<file path="config.mk">
export PLATFORM = sky130hd
export DESIGN_NAME = cias_top
export DESIGN_NICKNAME = d
export VERILOG_FILES = /design/src/cias_pkg.sv /design/src/cias_top.sv /design/src/cias_edge_det.sv
export SDC_FILE = /design/constraint.sdc
export NUM_CORES = 1
export LEC_CHECK = 0
export BUFFER_PORTS_ARGS = -buffer_cell sky130_fd_sc_hd__buf_2
export CORE_ASPECT_RATIO = 1.4
export CORE_UTILIZATION = 30
export CTS_CLUSTER_DIAMETER = 60
export DETAILED_ROUTE_END_ITERATION = 6
export PLACE_DENSITY = 0.45
export SYNTH_ARGS = -nofsm -noshare
export SYNTH_HDL_FRONTEND = slang
export SYNTH_SLANG_ARGS = --single-unit
</file>
<file path="constraint.sdc">
create_clock -name mclk_i -period 29.3 [get_ports mclk_i]
set_input_delay 2.93 -clock mclk_i [delete_from_list [all_inputs] [get_ports mclk_i]]
set_output_delay 2.93 -clock mclk_i [all_outputs]
set_load 0.1 [all_outputs]
</file>
<file path="src/cias_pkg.sv">
// Constants and types of the interrupt acceptance sequencer
package cias_pkg;

	// ----------------------------------------------------------------
	// Sources
	// ----------------------------------------------------------------
	localparam int NSRC = 12;
	localparam int NPIN = 6;
	localparam int SRC_EXT4 = 4;
	localparam int SRC_EXT5 = 5;
	localparam int SEL_EXT4_BIT = 6;
	localparam int SEL_EXT5_BIT = 7;
	localparam logic [5:0] SRC_NUM_BASE = 6'h04;
	localparam logic [5:0] TRAP_USP_MIN = 6'h20;
	// Tie-break ranking, first entry wins among equal levels
	localparam logic [3:0] RANK [NSRC] = '{4'h0, 4'h1, 4'h2, 4'h3,
		4'h4, 4'h5, 4'h6, 4'h7, 4'h8, 4'h9, 4'ha, 4'hb};
	// Set when the non-maskable request outranks the watchdog
	localparam logic NMI_BEFORE_WDT = 1'h1;

	// ----------------------------------------------------------------
	// Flag register layout and reset
	// ----------------------------------------------------------------
	localparam int FLG_D_BIT = 2;
	localparam int FLG_I_BIT = 6;
	localparam int FLG_U_BIT = 7;
	localparam int IPL_LSB = 12;
	localparam logic [15:0] FLG_RST = 16'h0000;
	localparam logic [2:0] IPL_MAX = 3'h7;
	localparam logic [2:0] LVL_RST = 3'h0;

	// ----------------------------------------------------------------
	// Addresses
	// ----------------------------------------------------------------
	localparam logic [19:0] INFO_ADDR = 20'h00000;
	localparam logic [19:0] WDT_VEC = 20'hffff0;
	localparam logic [19:0] NMI_VEC = 20'hffff8;
	localparam int VEC_SHIFT = 2;
	localparam logic [19:0] ITEM_STEP = 20'h00002;
	localparam logic [19:0] FRAME_SIZE = 20'h00004;

	// ----------------------------------------------------------------
	// Types
	// ----------------------------------------------------------------
	typedef enum {
		ST_IDLE, ST_INFO, ST_PUSH_F, ST_PUSH_PC, ST_VEC_LO, ST_VEC_HI,
		ST_FIN, ST_POP_PC, ST_POP_F, ST_RFIN
	} cias_state_e;

	typedef enum {
		K_MASK, K_NMI, K_WDT, K_TRAP
	} cias_kind_e;

endpackage

</file>
<file path="src/cias_top.sv">
// Interrupt acceptance, priority resolution and stacking sequencer
// Function
// - Enable flag zero blocks every maskable source
// - Pending bit sets on request, clears on acceptance
// - Level zero disables; seven is highest
// - Accept: enabled, pending, level above threshold
// - Threshold seven blocks all maskable sources
// - Flag, pending, level, threshold stored independently
// - Evaluate at instruction end, sequence next cycle
// - String and accumulate ops suspend midway
// - Read address zero, then clear pending bit
// - Copy flags, clear enable, step, stack select
// - Push flags, push counter, vector, load level
// - Threshold: own level, seven, or unchanged
// - First item: flags high, counter high, flags low
// - Odd stack pointer: byte-wide stacking
// - Interrupt stack unless high software trap
// - Return pops flags and counter, resumes
// - Highest wins; equal levels by fixed order
// - Software traps bypass all priority checks
// - Six pins raise requests on selected edge
// - Pins four, five replace serial channels
// - Flags hold enable and threshold; per-source control
// - Four-byte vector loaded into program counter
`timescale 1ns/1ps
module cias_top (
	// Clock and reset
	input wire logic mclk_i,
	input wire logic rst_n_i,
	// Request sources
	input wire logic [cias_pkg::NSRC-1:0] periph_req_i,
	input wire logic [cias_pkg::NPIN-1:0] ext_pin_i,
	input wire logic [7:0] polarity_sel_i,
	input wire logic nmi_req_i,
	input wire logic wdt_req_i,
	// Source control writes
	input wire logic ctrl_wr_i,
	input wire logic [3:0] ctrl_idx_i,
	input wire logic [3:0] ctrl_wdata_i,
	// Flag register writes
	input wire logic flg_wr_i,
	input wire logic [15:0] flg_wdata_i,
	// Pipeline
	input wire logic insn_done_i,
	input wire logic long_op_i,
	input wire logic sw_trap_i,
	input wire logic [5:0] sw_trap_num_i,
	input wire logic return_from_interrupt_op_i,
	input wire logic [19:0] pc_i,
	input wire logic [19:0] vtb_i,
	input wire logic [19:0] isp_i,
	input wire logic [19:0] usp_i,
	// Memory
	output logic mem_req_o,
	output logic mem_we_o,
	output logic mem_byte_o,
	output logic [19:0] mem_addr_o,
	output logic [15:0] mem_wdata_o,
	input wire logic mem_ack_i,
	input wire logic [15:0] mem_rdata_i,
	// Results
	output logic [15:0] flg_o,
	output logic [cias_pkg::NSRC-1:0] pending_o,
	output logic seq_busy_o,
	output logic suspend_o,
	output logic [5:0] int_num_o,
	output logic pc_load_o,
	output logic [19:0] pc_new_o,
	output logic sp_wr_o,
	output logic sp_sel_o,
	output logic [19:0] sp_new_o
);
	cias_pkg::cias_state_e state_q;
	cias_pkg::cias_state_e state_d;
	cias_pkg::cias_kind_e kind_q;
	logic [2:0] lvl_q [cias_pkg::NSRC];
	logic [cias_pkg::NPIN-1:0] pin_evt;
	logic [cias_pkg::NSRC-1:0] src_set;
	logic [cias_pkg::NSRC-1:0] src_clr;
	logic nmi_pend_q;
	logic wdt_pend_q;
	logic [15:0] tmp_flg_q;
	logic [19:0] pc_save_q;
	logic [19:0] sp_base_q;
	logic [19:0] vec_q;
	logic [15:0] word_lo_q;
	logic [7:0] byte_lo_q;
	logic [3:0] src_acc_q;
	logic [2:0] lvl_acc_q;
	logic half_q;
	logic [2:0] best_lvl;
	logic [3:0] best_src;
	logic best_ok;
	logic eval;
	logic take_mask;
	logic take_nmi;
	logic take_wdt;
	logic start;
	logic trap_hi;
	logic [19:0] x_addr;
	logic [15:0] x_data;
	logic x_we;
	logic x_on;
	logic x_odd;
	logic x_last;
	logic [15:0] rd_word;

	// ----------------------------------------------------------------
	// External pins
	// ----------------------------------------------------------------
	for (genvar g = 0; g < cias_pkg::NPIN; g++) begin : g_pin
		cias_edge_det u_edge (
			.mclk_i(mclk_i),
			.rst_n_i(rst_n_i),
			.pin_i(ext_pin_i[g]),
			.rise_sel_i(polarity_sel_i[g]),
			.edge_o(pin_evt[g])
		);
	end

	always_comb begin
		src_set = periph_req_i;
		for (int i = 0; i < cias_pkg::SRC_EXT4; i++) begin
			src_set[i] = pin_evt[i];
		end
		if (polarity_sel_i[cias_pkg::SEL_EXT4_BIT]) begin
			src_set[cias_pkg::SRC_EXT4] = pin_evt[cias_pkg::SRC_EXT4];
		end
		if (polarity_sel_i[cias_pkg::SEL_EXT5_BIT]) begin
			src_set[cias_pkg::SRC_EXT5] = pin_evt[cias_pkg::SRC_EXT5];
		end
	end

	// ----------------------------------------------------------------
	// Per-source control
	// ----------------------------------------------------------------
	always_comb begin
		for (int i = 0; i < cias_pkg::NSRC; i++) begin
			src_clr[i] = (ctrl_wr_i && ctrl_idx_i == 4'(i)
				&& !ctrl_wdata_i[3])
				|| (state_q == cias_pkg::ST_INFO && x_last
				&& kind_q == cias_pkg::K_MASK && src_acc_q == 4'(i));
		end
	end

	always_ff @(posedge mclk_i) begin
		if (!rst_n_i) begin
			pending_o <= '0;
		end else begin
			pending_o <= (pending_o & ~src_clr) | src_set;
		end
	end

	always_ff @(posedge mclk_i) begin
		if (!rst_n_i) begin
			for (int i = 0; i < cias_pkg::NSRC; i++) begin
				lvl_q[i] <= cias_pkg::LVL_RST;
			end
		end else if (ctrl_wr_i && ctrl_idx_i < 4'(cias_pkg::NSRC)) begin
			lvl_q[ctrl_idx_i] <= ctrl_wdata_i[2:0];
		end
	end

	always_ff @(posedge mclk_i) begin
		if (!rst_n_i) begin
			nmi_pend_q <= 1'b0;
			wdt_pend_q <= 1'b0;
		end else begin
			nmi_pend_q <= nmi_req_i
				| (nmi_pend_q & ~(start && take_nmi && !sw_trap_i && !return_from_interrupt_op_i));
			wdt_pend_q <= wdt_req_i
				| (wdt_pend_q & ~(start && take_wdt && !sw_trap_i && !return_from_interrupt_op_i));
		end
	end

	// ----------------------------------------------------------------
	// Priority resolution
	// ----------------------------------------------------------------
	always_comb begin
		best_lvl = flg_o[cias_pkg::IPL_LSB +: 3];
		best_src = '0;
		best_ok = 1'b0;
		for (int k = 0; k < cias_pkg::NSRC; k++) begin
			if (pending_o[cias_pkg::RANK[k]]
				&& lvl_q[cias_pkg::RANK[k]] > best_lvl) begin
				best_lvl = lvl_q[cias_pkg::RANK[k]];
				best_src = cias_pkg::RANK[k];
				best_ok = 1'b1;
			end
		end
	end

	assign eval = insn_done_i | long_op_i;
	assign take_mask = eval && best_ok && flg_o[cias_pkg::FLG_I_BIT];
	assign take_nmi = eval && nmi_pend_q
		&& (cias_pkg::NMI_BEFORE_WDT || !wdt_pend_q);
	assign take_wdt = eval && wdt_pend_q && !take_nmi;
	assign start = state_q == cias_pkg::ST_IDLE && (return_from_interrupt_op_i || sw_trap_i
		|| take_nmi || take_wdt || take_mask);
	assign trap_hi = sw_trap_num_i >= cias_pkg::TRAP_USP_MIN;

	// ----------------------------------------------------------------
	// Acceptance capture
	// ----------------------------------------------------------------
	always_ff @(posedge mclk_i) begin
		if (!rst_n_i) begin
			kind_q <= cias_pkg::K_MASK;
			src_acc_q <= '0;
			lvl_acc_q <= '0;
			int_num_o <= '0;
			pc_save_q <= '0;
			sp_base_q <= '0;
			sp_sel_o <= 1'b0;
			vec_q <= '0;
			suspend_o <= 1'b0;
		end else begin
			suspend_o <= 1'b0;
			if (start) begin
				pc_save_q <= pc_i;
				suspend_o <= !return_from_interrupt_op_i && !sw_trap_i && !insn_done_i;
				sp_sel_o <= flg_o[cias_pkg::FLG_U_BIT];
				sp_base_q <= flg_o[cias_pkg::FLG_U_BIT] ? usp_i : isp_i;
				if (!return_from_interrupt_op_i && !(sw_trap_i && trap_hi)) begin
					sp_sel_o <= 1'b0;
					sp_base_q <= isp_i;
				end
				if (sw_trap_i) begin
					kind_q <= cias_pkg::K_TRAP;
					int_num_o <= sw_trap_num_i;
					vec_q <= vtb_i + (20'(sw_trap_num_i) << cias_pkg::VEC_SHIFT);
				end else if (take_nmi) begin
					kind_q <= cias_pkg::K_NMI;
					vec_q <= cias_pkg::NMI_VEC;
				end else if (take_wdt) begin
					kind_q <= cias_pkg::K_WDT;
					vec_q <= cias_pkg::WDT_VEC;
				end else begin
					kind_q <= cias_pkg::K_MASK;
					src_acc_q <= best_src;
					lvl_acc_q <= best_lvl;
					int_num_o <= cias_pkg::SRC_NUM_BASE + 6'(best_src);
					vec_q <= vtb_i + (20'(cias_pkg::SRC_NUM_BASE + 6'(best_src))
						<< cias_pkg::VEC_SHIFT);
				end
			end
		end
	end

	// ----------------------------------------------------------------
	// Memory transfers
	// ----------------------------------------------------------------
	always_comb begin
		x_on = 1'b1;
		x_we = 1'b0;
		x_data = '0;
		x_addr = '0;
		unique case (state_q)
			cias_pkg::ST_INFO: x_addr = cias_pkg::INFO_ADDR;
			cias_pkg::ST_PUSH_F: begin
				x_addr = sp_base_q - cias_pkg::ITEM_STEP;
				x_we = 1'b1;
				x_data = {tmp_flg_q[15:12], pc_save_q[19:16],
					tmp_flg_q[7:0]};
			end
			cias_pkg::ST_PUSH_PC: begin
				x_addr = sp_base_q - cias_pkg::FRAME_SIZE;
				x_we = 1'b1;
				x_data = pc_save_q[15:0];
			end
			cias_pkg::ST_VEC_LO: x_addr = vec_q;
			cias_pkg::ST_VEC_HI: x_addr = vec_q + cias_pkg::ITEM_STEP;
			cias_pkg::ST_POP_PC: x_addr = sp_base_q;
			cias_pkg::ST_POP_F: x_addr = sp_base_q + cias_pkg::ITEM_STEP;
			cias_pkg::ST_IDLE, cias_pkg::ST_FIN,
			cias_pkg::ST_RFIN: x_on = 1'b0;
		endcase
	end

	assign x_odd = x_addr[0];
	assign x_last = mem_req_o && mem_ack_i && (!x_odd || half_q);
	assign rd_word = x_odd ? {mem_rdata_i[7:0], byte_lo_q} : mem_rdata_i;

	always_ff @(posedge mclk_i) begin
		if (!rst_n_i) begin
			mem_req_o <= 1'b0;
			mem_we_o <= 1'b0;
			mem_byte_o <= 1'b0;
			mem_addr_o <= '0;
			mem_wdata_o <= '0;
			half_q <= 1'b0;
			byte_lo_q <= '0;
		end else begin
			mem_req_o <= x_on && !(mem_req_o && mem_ack_i);
			mem_we_o <= x_we;
			mem_byte_o <= x_odd;
			mem_addr_o <= x_addr + 20'(half_q);
			mem_wdata_o <= half_q ? {8'h00, x_data[15:8]} : x_data;
			if (mem_req_o && mem_ack_i) begin
				half_q <= x_odd && !half_q;
				byte_lo_q <= mem_rdata_i[7:0];
			end
		end
	end

	// ----------------------------------------------------------------
	// Sequencer
	// ----------------------------------------------------------------
	always_comb begin
		state_d = state_q;
		unique case (state_q)
			cias_pkg::ST_IDLE: begin
				if (start) begin
					state_d = return_from_interrupt_op_i ? cias_pkg::ST_POP_PC
						: cias_pkg::ST_INFO;
				end
			end
			cias_pkg::ST_INFO: if (x_last) state_d = cias_pkg::ST_PUSH_F;
			cias_pkg::ST_PUSH_F: if (x_last) state_d = cias_pkg::ST_PUSH_PC;
			cias_pkg::ST_PUSH_PC: if (x_last) state_d = cias_pkg::ST_VEC_LO;
			cias_pkg::ST_VEC_LO: if (x_last) state_d = cias_pkg::ST_VEC_HI;
			cias_pkg::ST_VEC_HI: if (x_last) state_d = cias_pkg::ST_FIN;
			cias_pkg::ST_POP_PC: if (x_last) state_d = cias_pkg::ST_POP_F;
			cias_pkg::ST_POP_F: if (x_last) state_d = cias_pkg::ST_RFIN;
			cias_pkg::ST_FIN, cias_pkg::ST_RFIN: state_d = cias_pkg::ST_IDLE;
		endcase
	end

	always_ff @(posedge mclk_i) begin
		if (!rst_n_i) begin
			state_q <= cias_pkg::ST_IDLE;
			seq_busy_o <= 1'b0;
		end else begin
			state_q <= state_d;
			seq_busy_o <= state_d != cias_pkg::ST_IDLE;
		end
	end

	always_ff @(posedge mclk_i) begin
		if (!rst_n_i) begin
			word_lo_q <= '0;
		end else if (x_last && (state_q == cias_pkg::ST_VEC_LO
			|| state_q == cias_pkg::ST_POP_PC)) begin
			word_lo_q <= rd_word;
		end
	end

	// ----------------------------------------------------------------
	// Flag register, program counter and stack pointer results
	// ----------------------------------------------------------------
	always_ff @(posedge mclk_i) begin
		if (!rst_n_i) begin
			flg_o <= cias_pkg::FLG_RST;
			tmp_flg_q <= cias_pkg::FLG_RST;
		end else if (start && !return_from_interrupt_op_i) begin
			tmp_flg_q <= flg_o;
			flg_o[cias_pkg::FLG_I_BIT] <= 1'b0;
			flg_o[cias_pkg::FLG_D_BIT] <= 1'b0;
			if (!(sw_trap_i && trap_hi)) begin
				flg_o[cias_pkg::FLG_U_BIT] <= 1'b0;
			end
		end else if (state_q == cias_pkg::ST_FIN) begin
			if (kind_q == cias_pkg::K_MASK) begin
				flg_o[cias_pkg::IPL_LSB +: 3] <= lvl_acc_q;
			end else if (kind_q != cias_pkg::K_TRAP) begin
				flg_o[cias_pkg::IPL_LSB +: 3] <= cias_pkg::IPL_MAX;
			end
		end else if (state_q == cias_pkg::ST_POP_F && x_last) begin
			flg_o <= {rd_word[15:12], 4'h0, rd_word[7:0]};
		end else if (flg_wr_i) begin
			flg_o <= flg_wdata_i;
		end
	end

	always_ff @(posedge mclk_i) begin
		if (!rst_n_i) begin
			pc_load_o <= 1'b0;
			pc_new_o <= '0;
			sp_wr_o <= 1'b0;
			sp_new_o <= '0;
		end else begin
			pc_load_o <= 1'b0;
			sp_wr_o <= 1'b0;
			if (state_q == cias_pkg::ST_VEC_HI && x_last) begin
				pc_load_o <= 1'b1;
				pc_new_o <= {rd_word[3:0], word_lo_q};
				sp_wr_o <= 1'b1;
				sp_new_o <= sp_base_q - cias_pkg::FRAME_SIZE;
			end else if (state_q == cias_pkg::ST_POP_F && x_last) begin
				pc_load_o <= 1'b1;
				pc_new_o <= {rd_word[11:8], word_lo_q};
				sp_wr_o <= 1'b1;
				sp_new_o <= sp_base_q + cias_pkg::FRAME_SIZE;
			end
		end
	end
endmodule

</file>
<file path="src/cias_edge_det.sv">
// Pin synchroniser and polarity-selected edge detector
`timescale 1ns/1ps
module cias_edge_det (
	// Clock and reset
	input wire logic mclk_i,
	input wire logic rst_n_i,
	// Pin and polarity (1 rising, 0 falling)
	input wire logic pin_i,
	input wire logic rise_sel_i,
	// One-cycle pulse per qualifying edge
	output logic edge_o
);
	logic meta_q;
	logic sync_q;
	logic prev_q;

	// Chain follows the pin through reset, so no false edge after it
	always_ff @(posedge mclk_i) begin
		meta_q <= pin_i;
		sync_q <= meta_q;
		prev_q <= sync_q;
	end

	always_ff @(posedge mclk_i) begin
		if (!rst_n_i) begin
			edge_o <= 1'b0;
		end else begin
			edge_o <= rise_sel_i ? (sync_q & ~prev_q)
				: (~sync_q & prev_q);
		end
	end
endmodule

</file>
Word-level counts from Yosys, hierarchy flattened. Memory sizes are Yosys's and may differ from the RTL's. Cells that the tools add are included.

Equality and inequality tests: 43. Muxes and demuxes: 92. Bitwise gates (word level): 40. $lt $le $gt $ge: 14. $add $sub $neg: 10. Reduce and logical (&&, ||, !) cells: 125.

Operator list (count): 32-bit one-hot mux with 9 select lines (1); 32-bit two-way mux (8); 32-bit by 4-bit == test with 1-bit output, second input constant (6); 20-bit two-way mux (9); 32-bit by 3-bit == test with 1-bit output, second input constant (4); 20-bit one-hot mux with 6 select lines (1); 32-bit by 2-bit == test with 1-bit output, second input constant (3); 32-bit zero test (3); 1-bit logical AND (75); 3-bit two-way mux (17); 16-bit two-way mux (3); 4-bit two-way mux (11); 20-bit by 2-bit adder with 20-bit output, second input constant (2); 3-bit greater-than comparator (12); 32-bit by 1-bit == test with 1-bit output, second input constant (1); 32-bit by 5-bit == test with 1-bit output, second input constant (1); 4-bit by 3-bit == test with 1-bit output, second input constant (8); 4-bit == test, second input constant (8); 1-bit two-way mux (32); 32-bit by 3-bit inequality test with 1-bit output, second input constant (1); 16-bit one-hot mux with 2 select lines (1); 32-bit nonzero test (1); 20-bit by 1-bit adder with 20-bit output (1); 20-bit by 3-bit adder with 20-bit output, second input constant (1); 30 further kinds (114).

Memories kept: 1. Flip-flop bits (word level): 315. RAM bits: 36. Input bits: 163. Output and inout port bits: 118.

Memories: lvl_q (words 12, bits a word 3, rd ports 12, clocked after memory_dff 0, write ports 12, line cias_top.sv:76) `logic [2:0] lvl_q [cias_pkg::NSRC];`.

Logic depth before layout (Yosys ltp). Gate-level depths: netlist of the first run. An unclocked memory read counts as a cell.

Depth after elaboration: 47. Gate-level depth with buffers: 96. Mapped depth without buffers: 96.

Modules after synthesis. A second synthesis of the first run with hierarchy kept.

Cells, all modules: 2190. Area total of the unflattened synthesis: 17850.9 µm².

By module, submodules not included: cias_top (cells each 2148, area an instance 17227.8 µm², times used 1, seq. area each 6226.0 µm²); cias_edge_det (cells each 7, area an instance 103.8 µm², times used 6, seq. area each 80.1 µm²).

Least setup slack after synthesis of the first run. Ideal clock, no wire load.

Path kind: flip-flop to flip-flop. From: register flg_o[13]. To: register vec_q[18]. Arrival time: 17.882 ns. Buffers on the path: 0. Path slack: 11.302 ns. Period minus slack after synthesis: 17.998 ns. Stages on the path, launching flop included: 93. Required time: 29.184 ns. Cell sequence: dfxtp_1 > inv_1 > ha_1 > nor2b_2 > o31ai_4 > nor2_2 > mux2_2 > ha_1 > nor2_1 > nor2_1 > o31a_1 > o21bai_1 > nand2_1 > mux2_2 > ha_1 > nor2_1 > nor2_1 > nor2_1 > [57 not listed] > ha_1 > nor2b_1 > o21ai_0 > a21oi_1 > inv_1 > nand2_1 > a311oi_1 > ha_1 > ha_1 > a21oi_1 > nor2b_1 > o21bai_1 > nor4_1 > nor2_1 > o21ai_0 > o21ai_0 > a211o_1 > o211a_1.

Cells in the longest elaborated chain, start to end: 41. Elaborated cells on any way between the ends: 67. Classes of those cells: 2 x add/sub; 12 x order compare; 37 x mux; 16 x reduce/logical.

RTL lines: from (decl) (line cias_top.sv:62) `output logic [15:0] flg_o,`; from (signal assigned) (line cias_top.sv:352) `flg_o <= cias_pkg::FLG_RST;`; from (signal, indexed assignment) (line cias_top.sv:363) `flg_o[cias_pkg::IPL_LSB +: 3] <= lvl_acc_q;`; from (signal, indexed assignment) (line cias_top.sv:365) `flg_o[cias_pkg::IPL_LSB +: 3] <= cias_pkg::IPL_MAX;`; 3-bit greater-than comparator (line cias_top.sv:185) `&& lvl_q[cias_pkg::RANK[k]] > best_lvl) begin`; 1-bit logical AND (line cias_top.sv:185); 3-bit two-way mux * (line cias_top.sv:184) `if (pending_o[cias_pkg::RANK[k]]`; 3-bit greater-than comparator (line cias_top.sv:185); 1-bit logical AND (line cias_top.sv:185); 3-bit two-way mux * (line cias_top.sv:184); 3-bit greater-than comparator (line cias_top.sv:185); 1-bit logical AND (line cias_top.sv:185); [26 not listed]; 1-bit logical AND (line cias_top.sv:185); 4-bit two-way mux * (line cias_top.sv:184); named net best_src[2] (line cias_top.sv:92) `logic [3:0] best_src;`; 3-bit by 4-bit adder with 5-bit output * (line cias_top.sv:242) `vec_q <= vtb_i + (20'(cias_pkg::SRC_NUM_BASE + 6'(best_src))`; 20-bit by 7-bit adder with 20-bit output * (line cias_top.sv:242); 20-bit two-way mux * (line cias_top.sv:234) `end else if (take_wdt) begin`; 20-bit two-way mux * (line cias_top.sv:231) `end else if (take_nmi) begin`; 20-bit two-way mux * (line cias_top.sv:227) `if (sw_trap_i) begin`; to (signal assigned) (line cias_top.sv:233) `vec_q <= cias_pkg::NMI_VEC;`; to (signal assigned) (line cias_top.sv:236) `vec_q <= cias_pkg::WDT_VEC;`; to (signal assigned) (line cias_top.sv:242); to (decl) (line cias_top.sv:85) `logic [19:0] vec_q;`.

Mark *: on every way through the listed nets, which the timed path passes. The rest lies on a longest branch. A chain may end at the register's enable or synchronous reset.

Worst setup path after layout of the first run.
From: register flg_o[14]. To: register vec_q[18].

Same word-level chain as after synthesis.

==> metrics.txt, run 1 <==
Placement Rows 104; Post-CTS Setup Inserts 0; Warnings, synthesis 0; number of global-route vias before repair between 15000 and 20000; final hold vios 0; TritonCTS Buffers 37; cts hold-fix bufs 0; Clock Pin Slew Worst Setup and Hold Paths roughly 60 ps; Post-Synthesis Cell Area 0.0175 mm2; DRT Wirelength approximately 66000 um; Comb pwr share 0.405; unique cell type count in the Yosys netlist just over 100; count of final setup violators 0; GR Util met1 0.238; Async SR Flop Fraction 0; final RePlAce weighted congestion roughly 0.9; grt met3 use 0.0311; Slowest-stage cell, CP a311oi_1; first-pass GRT wire length ~97000 um; Pwr Total roughly 1.9 mW; DRT Pass-1 Iters 5; CP delay by family, top compound AO/OA/AOI/OAI gates; PD cells 91.1 mW/mm2; antenna violations before repair 5; worst slew pin tran 1150 ps; CTS resizes 0; CTS tree done; largest net degree at the start of global routing ~110; top_reg_cell synth dfxtp_1; register share of total power 0.324; iteration-0 DRC count of the detailed router a little over 1000; final net count ~2600; io pins approximately 280; CP required slightly below 30000 ps; slowest stage delay, CP 640 ps; DRC viols 0; period utilisation layout 0.682; WP buf/inv 4; sequential fraction of the synthesis area 0.384; FILL cells roughly 6100; arrival time at the worst endpoint roughly 20000 ps; wire per inst approximately 21 um; vias per inst about 5.3; Hold Path Class register to register; DIE WIDTH roughly 200 um; max-cap viol count 0; Total GRT Usage 0.216; GRT met2 Usage 0.401; Mapped Nets ~2400; Mapped Avg Cell Area roughly 8.1 um2; Max FO, Critical Path 9; via count 16691; Clock Sinks 317; outcome finished clean; dpl hpwl 50200 um; root buffer cell clkbuf_16; placed cell count 3053; Max Freq 0.0500 GHz; Post-synth EDFFs 36; power share of the clock group 0.271; fin crit period approximately 20000 ps; antenna viol nets, final 0; grt ovf 0; post-synthesis register bit count about 320; die height about 290 um; VDD IR max about 0.00005 V; CP dominant cell by count nor2_1; Syn Inst Count approximately 2200; fraction of layout cells with a size suffix above 1 0.181; P_int about 1.0 mW; area grow syn2layout 18.8%; NetSw approximately 0.84 mW; H-tree levels 2; Die ar. 0.0592 mm2; relative slew slack 0.234; final cell count without fillers 3120; RSZ-0062 raised after global routing no; Max Transition Viols Final 0; Inserted Diodes 0; Clock Skews approximately 23 ps; Lkg Pwr about 8.2 nW; kind of critical path register to register; crit start category register; CP Capture Type register; core area roughly 0.058 mm2; GR peak layer met2; Sw Share 0.446; starting density of the core 0.304; I/O Buffers between 200 and 300; Final TNS setup 0 ps; Clk Latency, worst-skew pair between 500 and 600 ps; CTS max path bufs 3
[worst paths after layout]
check,cells past startpoint,endpoint,slack (ps),start
max,93,vec_q[18],9310,flg_o[14]
min,0,g_pin[2].u_edge.sync_q,320,g_pin[2].u_edge.meta_q
max reg2reg,93,vec_q[18],9310,flg_o[14]
min reg2reg,0,g_pin[2].u_edge.sync_q,320,g_pin[2].u_edge.meta_q
[state kept, by name, indices dropped and copies added (netlist names), 20 cells and up]
| register | flops |
|---|---|
| lvl_q | 36 |
| state_q | 32 |
| mem_addr_o | 20 |
| pc_new_o | 20 |
| pc_save_q | 20 |
| sp_base_q | 20 |
| sp_new_o | 20 |
| vec_q | 20 |
[synthesized netlist by cell type, drive strengths merged, types with 36 or more instances]
cell type	number	area share
nand2	301	0.065
dfxtp	281	0.32
nor2	220	0.047
a21oi	189	0.055
o21ai	115	0.034
clkbuf	113	0.024
and2	87	0.031
nand3	61	0.018
mux2i	59	0.034
a211oi	58	0.026
inv	49	0.011
nor3	42	0.013
xnor2	41	0.021
xor2	40	0.020
a22oi	37	0.016
ha	37	0.026
edfxtp	36	0.062
[worst reg2reg max path, delay by kind of cell, from the launching register on]
| family | cells | cell delay, ps |
|---|---|---|
| AO/OA/AOI/OAI | 34 | 7000 |
| adder cells (fa/ha/maj) | 16 | 4820 |
| AND/OR/NAND/NOR | 33 | 5050 |
| multiplexers | 6 | 2050 |
| buffers and inverters | 4 | 420 |
| flip-flops | 1 | 550 |
[layout make-up]
type | instances | area, um2 | area share
sequential | 317 | 6710 | 0.323
clock buffer | 49 | 1070 | 0.0517
multi-input combinational | 1646 | 10000 | 0.483
tap | 742 | 928 | 0.0447
inverter | 50 | 193 | 0.00928
timing repair buffer | 298 | 1550 | 0.0745
clock inverter | 18 | 289 | 0.0139
[power by group through the flow]
stage | registers, mW | clock network (mW) | logic (mW)
after floorplan | 0.696 | 0 | 0.462
after global placement | 0.617 | 0 | 0.761
after detailed placement | 0.618 | 0 | 0.766
after CTS | 0.609 | 0.529 | 0.769
after global routing | 0.618 | 0.544 | 0.828
final | 0.612 | 0.513 | 0.766
[kinds of logic (layout without fill, tap and decap cells)]
group / after synthesis / after routing / synth area share
AO/OA/AOI/OAI: 600 / 600 / 0.229
flip-flops: 317 / 317 / 0.384
buffers and inverters: 190 / 415 / 0.0445
adder cells (fa/ha/maj): 42 / 42 / 0.0306
multiplexers: 67 / 67 / 0.0389
AND/OR/NAND/NOR: 856 / 856 / 0.233
XOR/XNOR: 81 / 81 / 0.0406
[layer usage]
metal,up-vias,wire length [um]
met1,7929,25600
met5,-,63
met3,150,2580
li1,8131,-
met4,10,3070
met2,471,34500
[cell usage in the layout, fill, tap and decap left out, drive strengths merged, types with 8 or more instances in the layout]
cell type	synthesis	final
or2	13	13
o31ai	14	14
a31oi	12	12
a21oi	189	189
o21ai	115	115
nand4	16	16
nor2	220	220
a22oi	37	37
or3	10	10
a221o	9	9
a211oi	58	58
mux2i	59	59
edfxtp	36	36
xnor2	41	41
o221ai	21	21
o21a	14	14
xor2	40	40
o2111ai	11	11
nor4	20	20
nor3	42	42
nand2b	9	9
clkbuf	113	49
nand2	301	301
a221oi	8	8
nand3b	11	11
o211ai	22	22
dfxtp	281	281
mux2	8	8
buf	27	298
and2	87	87
and3	23	23
nor2b	14	14
ha	37	37
nand3	61	61
o22ai	17	17
a21o	8	8
inv	49	54
[through the flow]
stage          worst slack, ps  cell area (um2)  hold WS [ps]  utilization
3_5_place_dp              9250            19400           314        0.337
5_1_grt                   7650            20800           332        0.361
4_1_cts                   9200            20800           327        0.361
3_3_place_gp              9600            19400           311        0.337
2_1_floorplan            11300            17500           310            -
6_report                  9310            20800           325        0.361
(Power assumes the default switching activity.)
==> run 2, diff against run 1 <==
==> constraint.sdc (replaced) <==
create_clock -name mclk_i -period 20.1 [get_ports mclk_i]
set_input_delay 2.01 -clock mclk_i [delete_from_list [all_inputs] [get_ports mclk_i]]
set_output_delay 2.01 -clock mclk_i [all_outputs]
set_load 0.1 [all_outputs]
==> metrics.txt, run 2 (synthesis gave the netlist of run 1 again) <==
outcome finished clean; crit start category register; NetSw 1.24 mW (+47%); Clock Sinks 317 (unchanged); VDD IR max 0.0000604 V (+23%); CP required 20560 ps (-9200 ps); antenna violations before repair 3 (-2); slowest stage delay, CP 440 ps (-200 ps); most common cell after layout, fill and taps aside nand2_1; final net count 2560 (+0.31%); cts hold-fix bufs 0 (unchanged); root buffer cell clkbuf_16; arrival time at the worst endpoint 18960 ps (-1490 ps); CTS max path bufs 3 (unchanged); first-pass GRT wire length 97800 um (+0.64%); final RePlAce weighted congestion 0.910 (-1.4%); Max Transition Viols Final 0 (unchanged); Die ar. 0.0592 mm2 (unchanged); relative slew slack 0.264 (+0.0302); Lkg Pwr 8.29 nW (+0.55%); die height 288 um (unchanged); grt ovf 0 (unchanged); most frequent cells in the layout nand2_1, dfxtp_1, buf_2, nor2_1, a21oi_1; max-cap viol count 0 (unchanged); Hold Path Class register to register; vias per inst 5.34 (-0.14%); fin crit period 18500 ps (-1490 ps); Clk Latency, worst-skew pair 570 ps (about the same); Clock Pin Slew Worst Setup and Hold Paths 60 ps (about the same); Largest regs lvl_q x36, state_q x32; DRT Wirelength 66500 um (+1.1%); CTS tree done; period utilisation layout 0.920 (+0.238); power share of the clock group 0.267 (-0.004); TritonCTS Buffers 39 (+5.4%); final hold vios 0 (unchanged); Total GRT Usage 0.218 (+0.00167); kind of critical path register to register; register share of total power 0.323 (about the same); fraction of layout cells with a size suffix above 1 0.190 (+0.00887); Most flops, register lvl_q; Comb pwr share 0.410 (+0.005); number of global-route vias before repair 16232 (+0.41%); Slowest-stage cell, CP edfxtp_1; worst slew pin tran 1100 ps (-45.1 ps); antenna viol nets, final 0 (unchanged); P_int 1.52 mW (+45%); core area 0.0575 mm2 (unchanged); Sw Share 0.450 (+0.00398); Final TNS setup 0 ps (unchanged); CP Capture Type register; via count 16732 (+0.25%); area grow syn2layout 19.4%; H-tree levels 2 (unchanged); dpl hpwl 51100 um (+1.7%); count of final setup violators 0 (unchanged); DIE WIDTH 206 um (unchanged); starting density of the core 0.304 (unchanged); Max Freq 0.0541 GHz (+8.1%); io pins 281 (unchanged); I/O Buffers 276 (unchanged); Pwr Total 2.76 mW (+46%); Placement Rows 104 (unchanged); Largest register FFs 36 (unchanged); wire per inst 21.2 um (+0.71%); Max FO, Critical Path 9 (unchanged); DRC viols 0 (unchanged); PD cells 132 mW/mm2 (+45%); iteration-0 DRC count of the detailed router 937 (-8.9%); largest net degree at the start of global routing 113 (unchanged); Clock Skews 24.8 ps (+1.61 ps); DRT Pass-1 Iters 5 (unchanged)
==> run 2: area by class of cell <==
| type | count | area (um2) |
|---|---|---|
| Fill cell | 6042 | 36600 |
| Multi-Input combinational cell | 1646 | 10100 |
| Sequential cell | 317 | 6710 |
| Timing Repair Buffer | 304 | 1600 |
| Clock buffer | 49 | 1080 |
| Tap cell | 742 | 928 |
| Clock inverter | 22 | 267 |
| Inverter | 50 | 193 |
| Antenna cell | 2 | 5.00 |
==> run 2: per-stage QoR <==
| step | instance area (um2) | instances | worst slack [ps] | utilization | hold WS [ps] |
|---|---|---|---|---|---|
| final | 20900 | 3132 | 1600 | 0.363 | 327 |
| after global routing | 20900 | 3132 | -3.77 | 0.363 | 338 |
| after CTS | 20800 | 3126 | 543 | 0.361 | 326 |
| after detailed placement | 19400 | 3055 | 606 | 0.338 | 312 |
| after global placement | 19400 | 3055 | 845 | 0.338 | 311 |
| after floorplan | 17500 | 2153 | 2100 | - | 310 |
==> run 2: path summary, 6_finish.rpt <==
| kind | from | endpoint | slack [ps] | cells past startpoint |
|---|---|---|---|---|
| worst min-delay path | g_pin[1].u_edge.meta_q | g_pin[1].u_edge.sync_q | 330 | 0 |
| worst min register to register | g_pin[1].u_edge.meta_q | g_pin[1].u_edge.sync_q | 330 | 0 |
| worst max-delay path | lvl_q[0][1] | vec_q[18] | 1600 | 93 |
| worst max register to register | lvl_q[0][1] | vec_q[18] | 1600 | 93 |
==> run 2: critical path: cells and delay by family, from the launching register on <==
kind | cells | cell delay [ps]
muxes | 6 | 1930
buffers and inverters | 4 | 460
DFF | 1 | 440
adders and majority gates | 16 | 4660
and+or+nand+nor | 33 | 4630
AOI/OAI and AO/OA | 34 | 6280
==> run 2: power by group through the flow <==
| stage | logic, mW | clock network [mW] | registers [mW] |
|---|---|---|---|
| 6_report | 1.13 | 0.738 | 0.891 |
| 5_1_grt | 1.23 | 0.782 | 0.900 |
| 4_1_cts | 1.13 | 0.762 | 0.887 |
| 3_5_place_dp | 1.13 | 0 | 0.901 |
| 3_3_place_gp | 1.12 | 0 | 0.900 |
| 2_1_floorplan | 0.674 | 0 | 1.01 |
==> run 2: routing by layer <==
metal | track usage | wire, um
met1 | 0.245 | 26100
met2 | 0.404 | 34800
met3 | 0.0275 | 2660
met4 | 0.0974 | 2870
met5 | 0 | 8
==> run 2: repair_timing <==
item / in CTS / in global routing
buffers inserted: 0 / 4
endpoints found under the setup margin: 0 / 94
gates resized for setup: 0 / 16
hold endpoints to repair: 0 / 0
